==> src/rtcpw_map.svh <==
// offsets, field positions, reset values and timing counts of the
// periodic wake-up timer; bit positions are little-endian (bit 31 = msb)
`ifndef RTCPW_MAP_SVH
`define RTCPW_MAP_SVH
`define RTCPW_OFS_CTRL      32'h0000_0000
`define RTCPW_OFS_STATUS    32'h0000_0004
`define RTCPW_OFS_COUNT     32'h0000_0008
`define RTCPW_CTRL_RESET    32'h0000_0000
`define RTCPW_B_CNT_EN      31
`define RTCPW_B_CMP_IE      30
`define RTCPW_B_FRZ_EN      29
`define RTCPW_B_ROVR_EN     28
`define RTCPW_F_CMPVAL      27:16
`define RTCPW_B_PER_EN      15
`define RTCPW_B_PER_IE      14
`define RTCPW_F_COUNTER_CLOCK_SELECT      13:12
`define RTCPW_B_DIV512      11
`define RTCPW_B_DIV32       10
`define RTCPW_F_PERVAL      9:0
`define RTCPW_B_ST_CMP      0
`define RTCPW_B_ST_PER      1
`define RTCPW_B_ST_ROVR     2
`define RTCPW_DIV512_LAST   9'h1ff
`define RTCPW_DIV32_LAST    5'h1f
`define RTCPW_CNT_MAX       32'hffff_ffff
`define RTCPW_RESP_OKAY     2'b00
`define RTCPW_RESP_SLVERR   2'b10
`endif

==> src/rtcpw_pkg.sv <==
// types shared by the periodic wake-up timer
// assumes nothing of its surroundings
package rtcpw_pkg;
  // counter clock sources
  typedef enum logic [1:0] {
    RTCPW_SLOW_CRYSTAL_OSC = 2'h0,
    RTCPW_SLOW_INTERNAL_RC = 2'h1,
    RTCPW_FAST_INTERNAL_RC = 2'h2,
    RTCPW_CLK_RESERVED     = 2'h3
  } rtcpw_clk_sel_t;
endpackage : rtcpw_pkg

==> src/rtcpw_timer.sv <==
// wake-up counter with compare and periodic timers behind AXI4-Lite
// assumes oscillator levels synchronous to clock_i and far slower than it
//
// What this block does
// - enable low holds counter logic in reset
// - compare flag and enable raise interrupt
// - freeze holds counter during debug mode
// - rollover wakes; interrupt needs compare enable
// - compare value matches counter bits 21:10
// - periodic events only while periodic enabled
// - periodic flag and enable raise interrupt
// - clock select picks crystal, slow or fast
// - divide-by-512 prescaler when enabled
// - divide-by-32 prescaler when enabled
// - periodic value matches counter low ten bits
// - periodic value synchronised, first event late
// - periodic needs nonzero value, minimum four; the logic blocks only zero, values 1 to 3 still match
//
// Added by the designer: register access over AXI4-Lite and the address map.
`timescale 1ns/1ps
`include "rtcpw_map.svh"

module rtcpw_timer
  import rtcpw_pkg::*;
(
  input  wire logic        clock_i,         // 10 mhz system clock
  input  wire logic        nrst_i,          // synchronous, active low
  input  wire logic        slow_crystal_osc_i,
  input  wire logic        slow_internal_rc_i,
  input  wire logic        fast_internal_rc_i,
  input  wire logic        debug_mode_i,    // core in debug mode
  output logic             compare_irq_o,   // compare / rollover request
  output logic             periodic_irq_o,  // periodic request
  output logic             wakeup_o,        // wake-up request level
  input  wire logic        s_axi_awvalid,
  output logic             s_axi_awready,
  input  wire logic [31:0] s_axi_awaddr,
  input  wire logic        s_axi_wvalid,
  output logic             s_axi_wready,
  input  wire logic [31:0] s_axi_wdata,
  input  wire logic [3:0]  s_axi_wstrb,
  output logic             s_axi_bvalid,
  input  wire logic        s_axi_bready,
  output logic [1:0]       s_axi_bresp,
  input  wire logic        s_axi_arvalid,
  output logic             s_axi_arready,
  input  wire logic [31:0] s_axi_araddr,
  output logic             s_axi_rvalid,
  input  wire logic        s_axi_rready,
  output logic [31:0]      s_axi_rdata,
  output logic [1:0]       s_axi_rresp
);

  ////////////////////////////////////////////////////////////////////////
  // declarations
  logic [31:0]    ctrl_q;          // control register
  logic [31:0]    cnt_q;           // wake-up counter
  logic [31:0]    cnt_d;           // counter plus one
  logic           cmp_flag_q;      // compare match flag
  logic           per_flag_q;      // periodic flag
  logic           rovr_flag_q;     // rollover flag
  logic           src_prev_q;      // selected source, last cycle
  logic [8:0]     div512_q;        // first prescaler
  logic [4:0]     div32_q;         // second prescaler
  logic [9:0]     per_s1_q;        // periodic value, first stage
  logic [9:0]     per_s2_q;        // periodic value, in counter domain
  logic           run_clr;         // counter logic held in reset
  logic           src_lvl;         // selected oscillator level
  logic           src_rise;        // rising edge of selected source
  logic           tick_a;          // after divide-by-512
  logic           tick_b;          // after divide-by-32
  logic           tick;            // counter step
  logic           cmp_hit;         // compare match event
  logic           per_hit;         // periodic match event
  logic           rovr_hit;        // rollover event
  logic           wr_go;           // write taken
  logic           st_clr_cmp;      // software clears compare flag
  logic           st_clr_per;      // software clears periodic flag
  logic           st_clr_rovr;     // software clears rollover flag
  logic [31:0]    wr_mask;         // byte-lane mask from strobes
  logic [31:0]    rd_word;         // read mux
  logic           rd_ok;           // read address mapped
  rtcpw_clk_sel_t clk_sel;         // decoded clock select

  ////////////////////////////////////////////////////////////////////////
  // control fields
  assign run_clr = !nrst_i || !ctrl_q[`RTCPW_B_CNT_EN];
  assign clk_sel = rtcpw_clk_sel_t'(ctrl_q[`RTCPW_F_COUNTER_CLOCK_SELECT]);

  ////////////////////////////////////////////////////////////////////////
  // clock source selection and edge detect
  always_comb begin
    unique case (clk_sel)
      RTCPW_SLOW_CRYSTAL_OSC: src_lvl = slow_crystal_osc_i;
      RTCPW_SLOW_INTERNAL_RC: src_lvl = slow_internal_rc_i;
      RTCPW_FAST_INTERNAL_RC: src_lvl = fast_internal_rc_i;
      RTCPW_CLK_RESERVED:     src_lvl = 1'b0;
    endcase
  end

  // previous level of the selected source
  always_ff @(posedge clock_i) begin
    if (run_clr) begin
      src_prev_q <= 1'b1;
    end else begin
      src_prev_q <= src_lvl;
    end
  end

  assign src_rise = src_lvl && !src_prev_q;

  ////////////////////////////////////////////////////////////////////////
  // prescalers: 512 first, then 32
  assign tick_a = src_rise && (!ctrl_q[`RTCPW_B_DIV512] ||
                  div512_q == `RTCPW_DIV512_LAST);
  assign tick_b = tick_a && (!ctrl_q[`RTCPW_B_DIV32] ||
                  div32_q == `RTCPW_DIV32_LAST);
  // debug freeze drops ticks, counter keeps its value
  assign tick   = tick_b && !(ctrl_q[`RTCPW_B_FRZ_EN] && debug_mode_i);

  // divide-by-512 counter
  always_ff @(posedge clock_i) begin
    if (run_clr) begin
      div512_q <= 9'h000;
    end else if (src_rise && ctrl_q[`RTCPW_B_DIV512]) begin
      div512_q <= div512_q + 9'h001;
    end
  end

  // divide-by-32 counter
  always_ff @(posedge clock_i) begin
    if (run_clr) begin
      div32_q <= 5'h00;
    end else if (tick_a && ctrl_q[`RTCPW_B_DIV32]) begin
      div32_q <= div32_q + 5'h01;
    end
  end

  ////////////////////////////////////////////////////////////////////////
  // main counter
  assign cnt_d = cnt_q + 32'h0000_0001;

  // counter steps per tick and wraps to zero
  always_ff @(posedge clock_i) begin
    if (run_clr) begin
      cnt_q <= 32'h0000_0000;
    end else if (tick) begin
      cnt_q <= cnt_d;
    end
  end

  ////////////////////////////////////////////////////////////////////////
  // periodic value moved into counter domain on two ticks
  always_ff @(posedge clock_i) begin
    if (run_clr) begin
      per_s1_q <= 10'h000;
      per_s2_q <= 10'h000;
    end else if (tick) begin
      per_s1_q <= ctrl_q[`RTCPW_F_PERVAL];
      per_s2_q <= per_s1_q;
    end
  end

  ////////////////////////////////////////////////////////////////////////
  // match events, evaluated on the value the counter takes
  assign cmp_hit  = tick && cnt_d[21:10] == ctrl_q[`RTCPW_F_CMPVAL];
  assign per_hit  = tick && ctrl_q[`RTCPW_B_PER_EN] &&
                    per_s2_q != 10'h000 &&
                    cnt_d[9:0] == per_s2_q;
  assign rovr_hit = tick && cnt_q == `RTCPW_CNT_MAX;

  ////////////////////////////////////////////////////////////////////////
  // status flags: set wins over software clear
  always_ff @(posedge clock_i) begin
    if (run_clr) begin
      cmp_flag_q <= 1'b0;
    end else if (cmp_hit) begin
      cmp_flag_q <= 1'b1;
    end else if (st_clr_cmp) begin
      cmp_flag_q <= 1'b0;
    end
  end

  // periodic flag
  always_ff @(posedge clock_i) begin
    if (run_clr) begin
      per_flag_q <= 1'b0;
    end else if (per_hit) begin
      per_flag_q <= 1'b1;
    end else if (st_clr_per) begin
      per_flag_q <= 1'b0;
    end
  end

  // rollover flag, only when rollover events are enabled
  always_ff @(posedge clock_i) begin
    if (run_clr) begin
      rovr_flag_q <= 1'b0;
    end else if (rovr_hit && ctrl_q[`RTCPW_B_ROVR_EN]) begin
      rovr_flag_q <= 1'b1;
    end else if (st_clr_rovr) begin
      rovr_flag_q <= 1'b0;
    end
  end

  ////////////////////////////////////////////////////////////////////////
  // requests toward the system
  assign compare_irq_o  = ctrl_q[`RTCPW_B_CMP_IE] &&
                          (cmp_flag_q || rovr_flag_q);
  assign periodic_irq_o = ctrl_q[`RTCPW_B_PER_IE] && per_flag_q;
  assign wakeup_o       = cmp_flag_q || per_flag_q || rovr_flag_q;

  ////////////////////////////////////////////////////////////////////////
  // axi write channel: address and data taken together
  assign wr_go         = s_axi_awvalid && s_axi_wvalid && !s_axi_bvalid;
  assign s_axi_awready = wr_go;
  assign s_axi_wready  = wr_go;

  // byte enables to bit mask
  for (genvar b = 0; b < 4; b++) begin : g_mask
    assign wr_mask[8*b +: 8] = {8{s_axi_wstrb[b]}};
  end

  // write-one-to-clear of status bits
  assign st_clr_cmp  = wr_go && s_axi_awaddr == `RTCPW_OFS_STATUS &&
                       s_axi_wstrb[0] && s_axi_wdata[`RTCPW_B_ST_CMP];
  assign st_clr_per  = wr_go && s_axi_awaddr == `RTCPW_OFS_STATUS &&
                       s_axi_wstrb[0] && s_axi_wdata[`RTCPW_B_ST_PER];
  assign st_clr_rovr = wr_go && s_axi_awaddr == `RTCPW_OFS_STATUS &&
                       s_axi_wstrb[0] && s_axi_wdata[`RTCPW_B_ST_ROVR];

  // control register write
  always_ff @(posedge clock_i) begin
    if (!nrst_i) begin
      ctrl_q <= `RTCPW_CTRL_RESET;
    end else if (wr_go && s_axi_awaddr == `RTCPW_OFS_CTRL) begin
      ctrl_q <= (ctrl_q & ~wr_mask) | (s_axi_wdata & wr_mask);
    end
  end

  // write response, error on unmapped or read-only address
  always_ff @(posedge clock_i) begin
    if (!nrst_i) begin
      s_axi_bvalid <= 1'b0;
      s_axi_bresp  <= `RTCPW_RESP_OKAY;
    end else if (wr_go) begin
      s_axi_bvalid <= 1'b1;
      s_axi_bresp  <= (s_axi_awaddr == `RTCPW_OFS_CTRL ||
                       s_axi_awaddr == `RTCPW_OFS_STATUS) ?
                      `RTCPW_RESP_OKAY : `RTCPW_RESP_SLVERR;
    end else if (s_axi_bready) begin
      s_axi_bvalid <= 1'b0;
    end
  end

  ////////////////////////////////////////////////////////////////////////
  // axi read channel
  assign s_axi_arready = !s_axi_rvalid;

  // read mux
  always_comb begin
    rd_ok   = 1'b1;
    rd_word = 32'h0000_0000;
    unique case (s_axi_araddr)
      `RTCPW_OFS_CTRL:   rd_word = ctrl_q;
      `RTCPW_OFS_STATUS: rd_word = {29'h0000_0000, rovr_flag_q,
                                    per_flag_q, cmp_flag_q};
      `RTCPW_OFS_COUNT:  rd_word = cnt_q;
      default:           rd_ok   = 1'b0;
    endcase
  end

  // read data and response
  always_ff @(posedge clock_i) begin
    if (!nrst_i) begin
      s_axi_rvalid <= 1'b0;
      s_axi_rdata  <= 32'h0000_0000;
      s_axi_rresp  <= `RTCPW_RESP_OKAY;
    end else if (s_axi_arvalid && !s_axi_rvalid) begin
      s_axi_rvalid <= 1'b1;
      s_axi_rdata  <= rd_word;
      s_axi_rresp  <= rd_ok ? `RTCPW_RESP_OKAY : `RTCPW_RESP_SLVERR;
    end else if (s_axi_rready) begin
      s_axi_rvalid <= 1'b0;
    end
  end
endmodule : rtcpw_timer

==> config.mk <==
export PLATFORM = sky130hd
export DESIGN_NAME = rtcpw_timer
export DESIGN_NICKNAME = d
export VERILOG_FILES = /design/src/rtcpw_pkg.sv /design/src/rtcpw_timer.sv
export VERILOG_INCLUDE_DIRS = /design/src
export SDC_FILE = /design/constraint.sdc
export NUM_CORES = 1
export LEC_CHECK = 0
export ABC_AREA = 1
export CAP_MARGIN = 20
export CORE_MARGIN = 3
export CORE_UTILIZATION = 65
export CTS_CLUSTER_DIAMETER = 120
export DETAILED_ROUTE_END_ITERATION = 8
export DONT_BUFFER_PORTS = 1
export PLACE_DENSITY = 0.78
export SLEW_MARGIN = 20
export SYNTH_ARGS = -nofsm -noshare
export SYNTH_HDL_FRONTEND = slang
export SYNTH_SLANG_ARGS = --single-unit
==> constraint.sdc <==
create_clock -name clock_i -period 5.2 [get_ports clock_i]
set_input_delay 0.26 -clock clock_i [delete_from_list [all_inputs] [get_ports clock_i]]
set_output_delay 0.26 -clock clock_i [all_outputs]
set_load 0.01 [all_outputs]
==> impl_metrics.toml <==
[yosys]
synth_compound_area_share_pct = 15.2
synth.top_cell.area_share_pct = 39.5
synth_mux_area_share_pct = 0
proportion_of_synthesized_chip_area_in_sequential_cells_pct = 39.5
synthDominantAreaCellType = "sky130_fd_sc_hd__dfxtp_1"
synth_cells = 1053
yosys.cell_types.count = 42
post_synth_edffs = 0
synth.yosys.warnings = 0
share_of_synthesized_cell_area_in_full_adder_half_adder_and_majority_cells_pct = 0.894
dominant_combinational_cell_family_by_area_after_synthesis = "simple AND/OR/NAND/NOR gates"
post_synth_main_area_contributors = "sky130_fd_sc_hd__dfxtp_1 39%, sky130_fd_sc_hd__nand2_1 14%, sky130_fd_sc_hd__nor2_1 8.6%"
simple_gate_share_of_the_synthesized_area_pct = 34.4
postSynthRegisterBits = 138
synthFlopType = "sky130_fd_sc_hd__dfxtp_1"
post_synth_xor_area_fraction_pct = 2.00
post_synth_instance_area_um2 = 7000
post_synth.cell_area_avg_um2 = 6.65
ys_async_sr_fraction_pct = 0

[flow_run]
max-cap-violations = 0

[power]
power.switching_uw = 498
p_total_mw = 2.32
comb_power_share_pct = 2.8
p_int_mw = 1.82
cellLeakagePower_nw = 3.03
pwr_dens_nw_per_um2 = 288
power.share.sequential_pct = 45.8
clock_power_share_pct = 51.4
ir_drop_uv = 193
sw_frac_of_total_pct = 21.5

[timing]
maxSlewHeadroom_pct = 32.1
rsz0062_at_grt = "no"
final.setup.tns_ns = 0
holdWs_ns = 0.0212
fin_hold_viols = 0
timing_worst_slew_pin_value_ns = 1.02
skew_ns = 0.00548
share_of_the_clock_period_used_by_the_worst_path_after_layout_pct = 54.1
report.final.setup_viol = 0
finalCriticalPeriod_ns = 2.81
fmax_ghz = 0.356
report.final.slew_viol_count = 0

[critical_path]
worst_ep_required_time_ns = 5.61
timing.rr.start = "s_axi_bvalid$_SDFFE_PN0P_"
worstSetupEndpointType = "register"
timing.critical_path.cells = "nor2_2 > inv_1 > nor3_4 > nand3_2 > nor2_1 > nor2_1 > dlygate4sd3_1"
critical_path.slowest_cell = "sky130_fd_sc_hd__dlygate4sd3_1"
path_common_cell = "sky130_fd_sc_hd__nor2_1"
path_class = "reg -> reg"
startpoint_type = "register"
critPathMaxFanout = 14
cpPeakStageDelay_ns = 0.56
worst-endpoint-arrival_ns = 3.23
worst-r2r-setup-slack_ns = 2.39
timing.reg2reg.worst_path_depth = 7

[global_routing]
wire_length_of_the_first_global_routing_pass_mm = 31.4
initial_antenna_violation_count = 1
track_usage_pct = 33.8
grt.met2_usage_pct = 55.1
use_met1_pct = 44.1
via_count_of_the_first_global_routing_pass = 6550
pin_count_of_the_biggest_net_entering_global_routing = 55
grt_remaining_overflow = 0
grt-busiest-layer = "met2"
grt.met3_usage_pct = 6.99

[floorplan]
boundaryPins = 155
floorplan.die.height_um = 110
std_cell_rows = 37
die-area_um2 = 12100
initial_utilization_pct = 67.2
core-area_um2 = 10400
die_width_um = 110

[placed_design]
port_buffers = 0
globalplace.congestion = 0.915
numPlacedInstances = 1159
place_hpwl_mm = 13.6

[final_layout]
num_antenna_cells = 0
layout_common_cells = "266 x sky130_fd_sc_hd__nand2_1, 160 x sky130_fd_sc_hd__nor2_1, 138 x sky130_fd_sc_hd__dfxtp_1"
syn2layout_area_growth_pct = 15.3
drive_gt1_share_pct = 6.20
stdcell_count = 1233
n_fill_cell = 844
layout_commonest_cell = "sky130_fd_sc_hd__nand2_1"
design.final.nets = 1201

[drt]
routed_wl_mm = 19.9
post-route-drc-count = 0
vias = 7175
via_per_inst = 5.82
drtAntennaViolNets = 0
dr.pass1.iters = 6
drt-wirelength-per-cell_um = 16.2
drt_iter0_markers = 657

[clock_tree]
post_cts.repair.setup_buffers = 0
cts_htree_levels = 4
cts_tree = "done"
tritoncts.num_buffers = 17
cts.root.buffer_cell = "sky130_fd_sc_hd__clkbuf_8"
worst_skew_pair.late_latency_ns = 0.53
clockBufferDepth = 2
clock_sinks = 138
path_clk_slew_ns = 0.06

[hold_path]
timing.hold.worst_path_depth = 4
hold_class = "in -> reg"
worstHoldStart = "s_axi_wstrb[0]"

[outcome]
run_status = "finished clean"
-- synth_stat cells (6+ instances only) --
master                     instances
sky130_fd_sc_hd__nand2_1         266
sky130_fd_sc_hd__nor2_1          160
sky130_fd_sc_hd__dfxtp_1         138
sky130_fd_sc_hd__inv_1            97
sky130_fd_sc_hd__a21oi_1          83
sky130_fd_sc_hd__o21ai_0          81
sky130_fd_sc_hd__nand3_1          46
sky130_fd_sc_hd__nor3_1           26
sky130_fd_sc_hd__clkbuf_1         22
sky130_fd_sc_hd__nand4_1          16
sky130_fd_sc_hd__xor2_1           14
sky130_fd_sc_hd__a31oi_1          11
sky130_fd_sc_hd__nor4_1           11
sky130_fd_sc_hd__buf_2             8
sky130_fd_sc_hd__nor2_4            6
-- area by class of cell --
class                      instances  area, um2  share of cell area (%)
sequential                       138       2760                    34.2
multi-input combinational        777       3680                    45.6
inverter                         100        375                    4.65
timing repair buffer              51        500                    6.20
clock buffer                      18        428                    5.30
clock inverter                    13        153                    1.89
tap                              136        170                    2.11
-- layer usage --
metal / part of all wire, % / vias to the layer above
met4: 2.5 / 2
met1: 42 / 3257
li1: - / 3498
met3: 10 / 44
met2: 46 / 374
met5: 0.035 / -
-- per-stage QoR --
step	area [um2]	utilization [%]	worst slack, ns
after floorplan	7000	-	3.15
after global placement	7050	67.7	2.74
after detailed placement	7050	67.7	2.61
after CTS	8070	77.5	2.47
after global routing	8070	77.5	2.25
final	8070	77.5	2.39
-- worst max path at each step --
stage                               from                      to  slack (ns)  cells past startpoint
2_1_floorplan   div512_q[0]$_SDFFE_PP0P_   cnt_q[3]$_SDFFE_PP0N_        3.15                     11
3_3_place_gp    div512_q[0]$_SDFFE_PP0P_  cnt_q[28]$_SDFFE_PP0N_        2.74                     13
3_5_place_dp    div512_q[0]$_SDFFE_PP0P_  cnt_q[28]$_SDFFE_PP0N_        2.61                     13
4_1_cts        s_axi_bvalid$_SDFFE_PN0P_                register        2.47                      7
5_1_grt        s_axi_bvalid$_SDFFE_PN0P_                register        2.25                      7
6_report       s_axi_bvalid$_SDFFE_PN0P_                register        2.39                      7
-- worst max-delay path: cells and delay by family, from the launching register on --
kind	cells	cell delay, ns
buffers and inverters	2	0.77
DFF	1	0.36
and+or+nand+nor	5	1.56
-- timing repair --
| action | in CTS | in global routing |
|---|---|---|
| resized for setup | 0 | 0 |
| hold buffers | 43 | 0 |
| hold endpoints to repair | 38 | 0 |
-- logic make-up after synthesis --
logic type | count (synthesis)
XOR/XNOR | 16
AO/OA/AOI/OAI | 198
AND/OR/NAND/NOR | 556
buffers and inverters | 139
adder cells (fa/ha/maj) | 5
flip-flops | 138
other | 1
-- power by group through the flow --
stage          clock, mW  sequential [mW]  combinational [mW]
6_report            1.19             1.06              0.0659
5_1_grt             1.24             1.06              0.0722
4_1_cts             1.20             1.06              0.0645
3_5_place_dp           0             1.09              0.0385
3_3_place_gp           0             1.09              0.0385
2_1_floorplan          0             1.08              0.0345
Power figures use the tool's default switching activity.
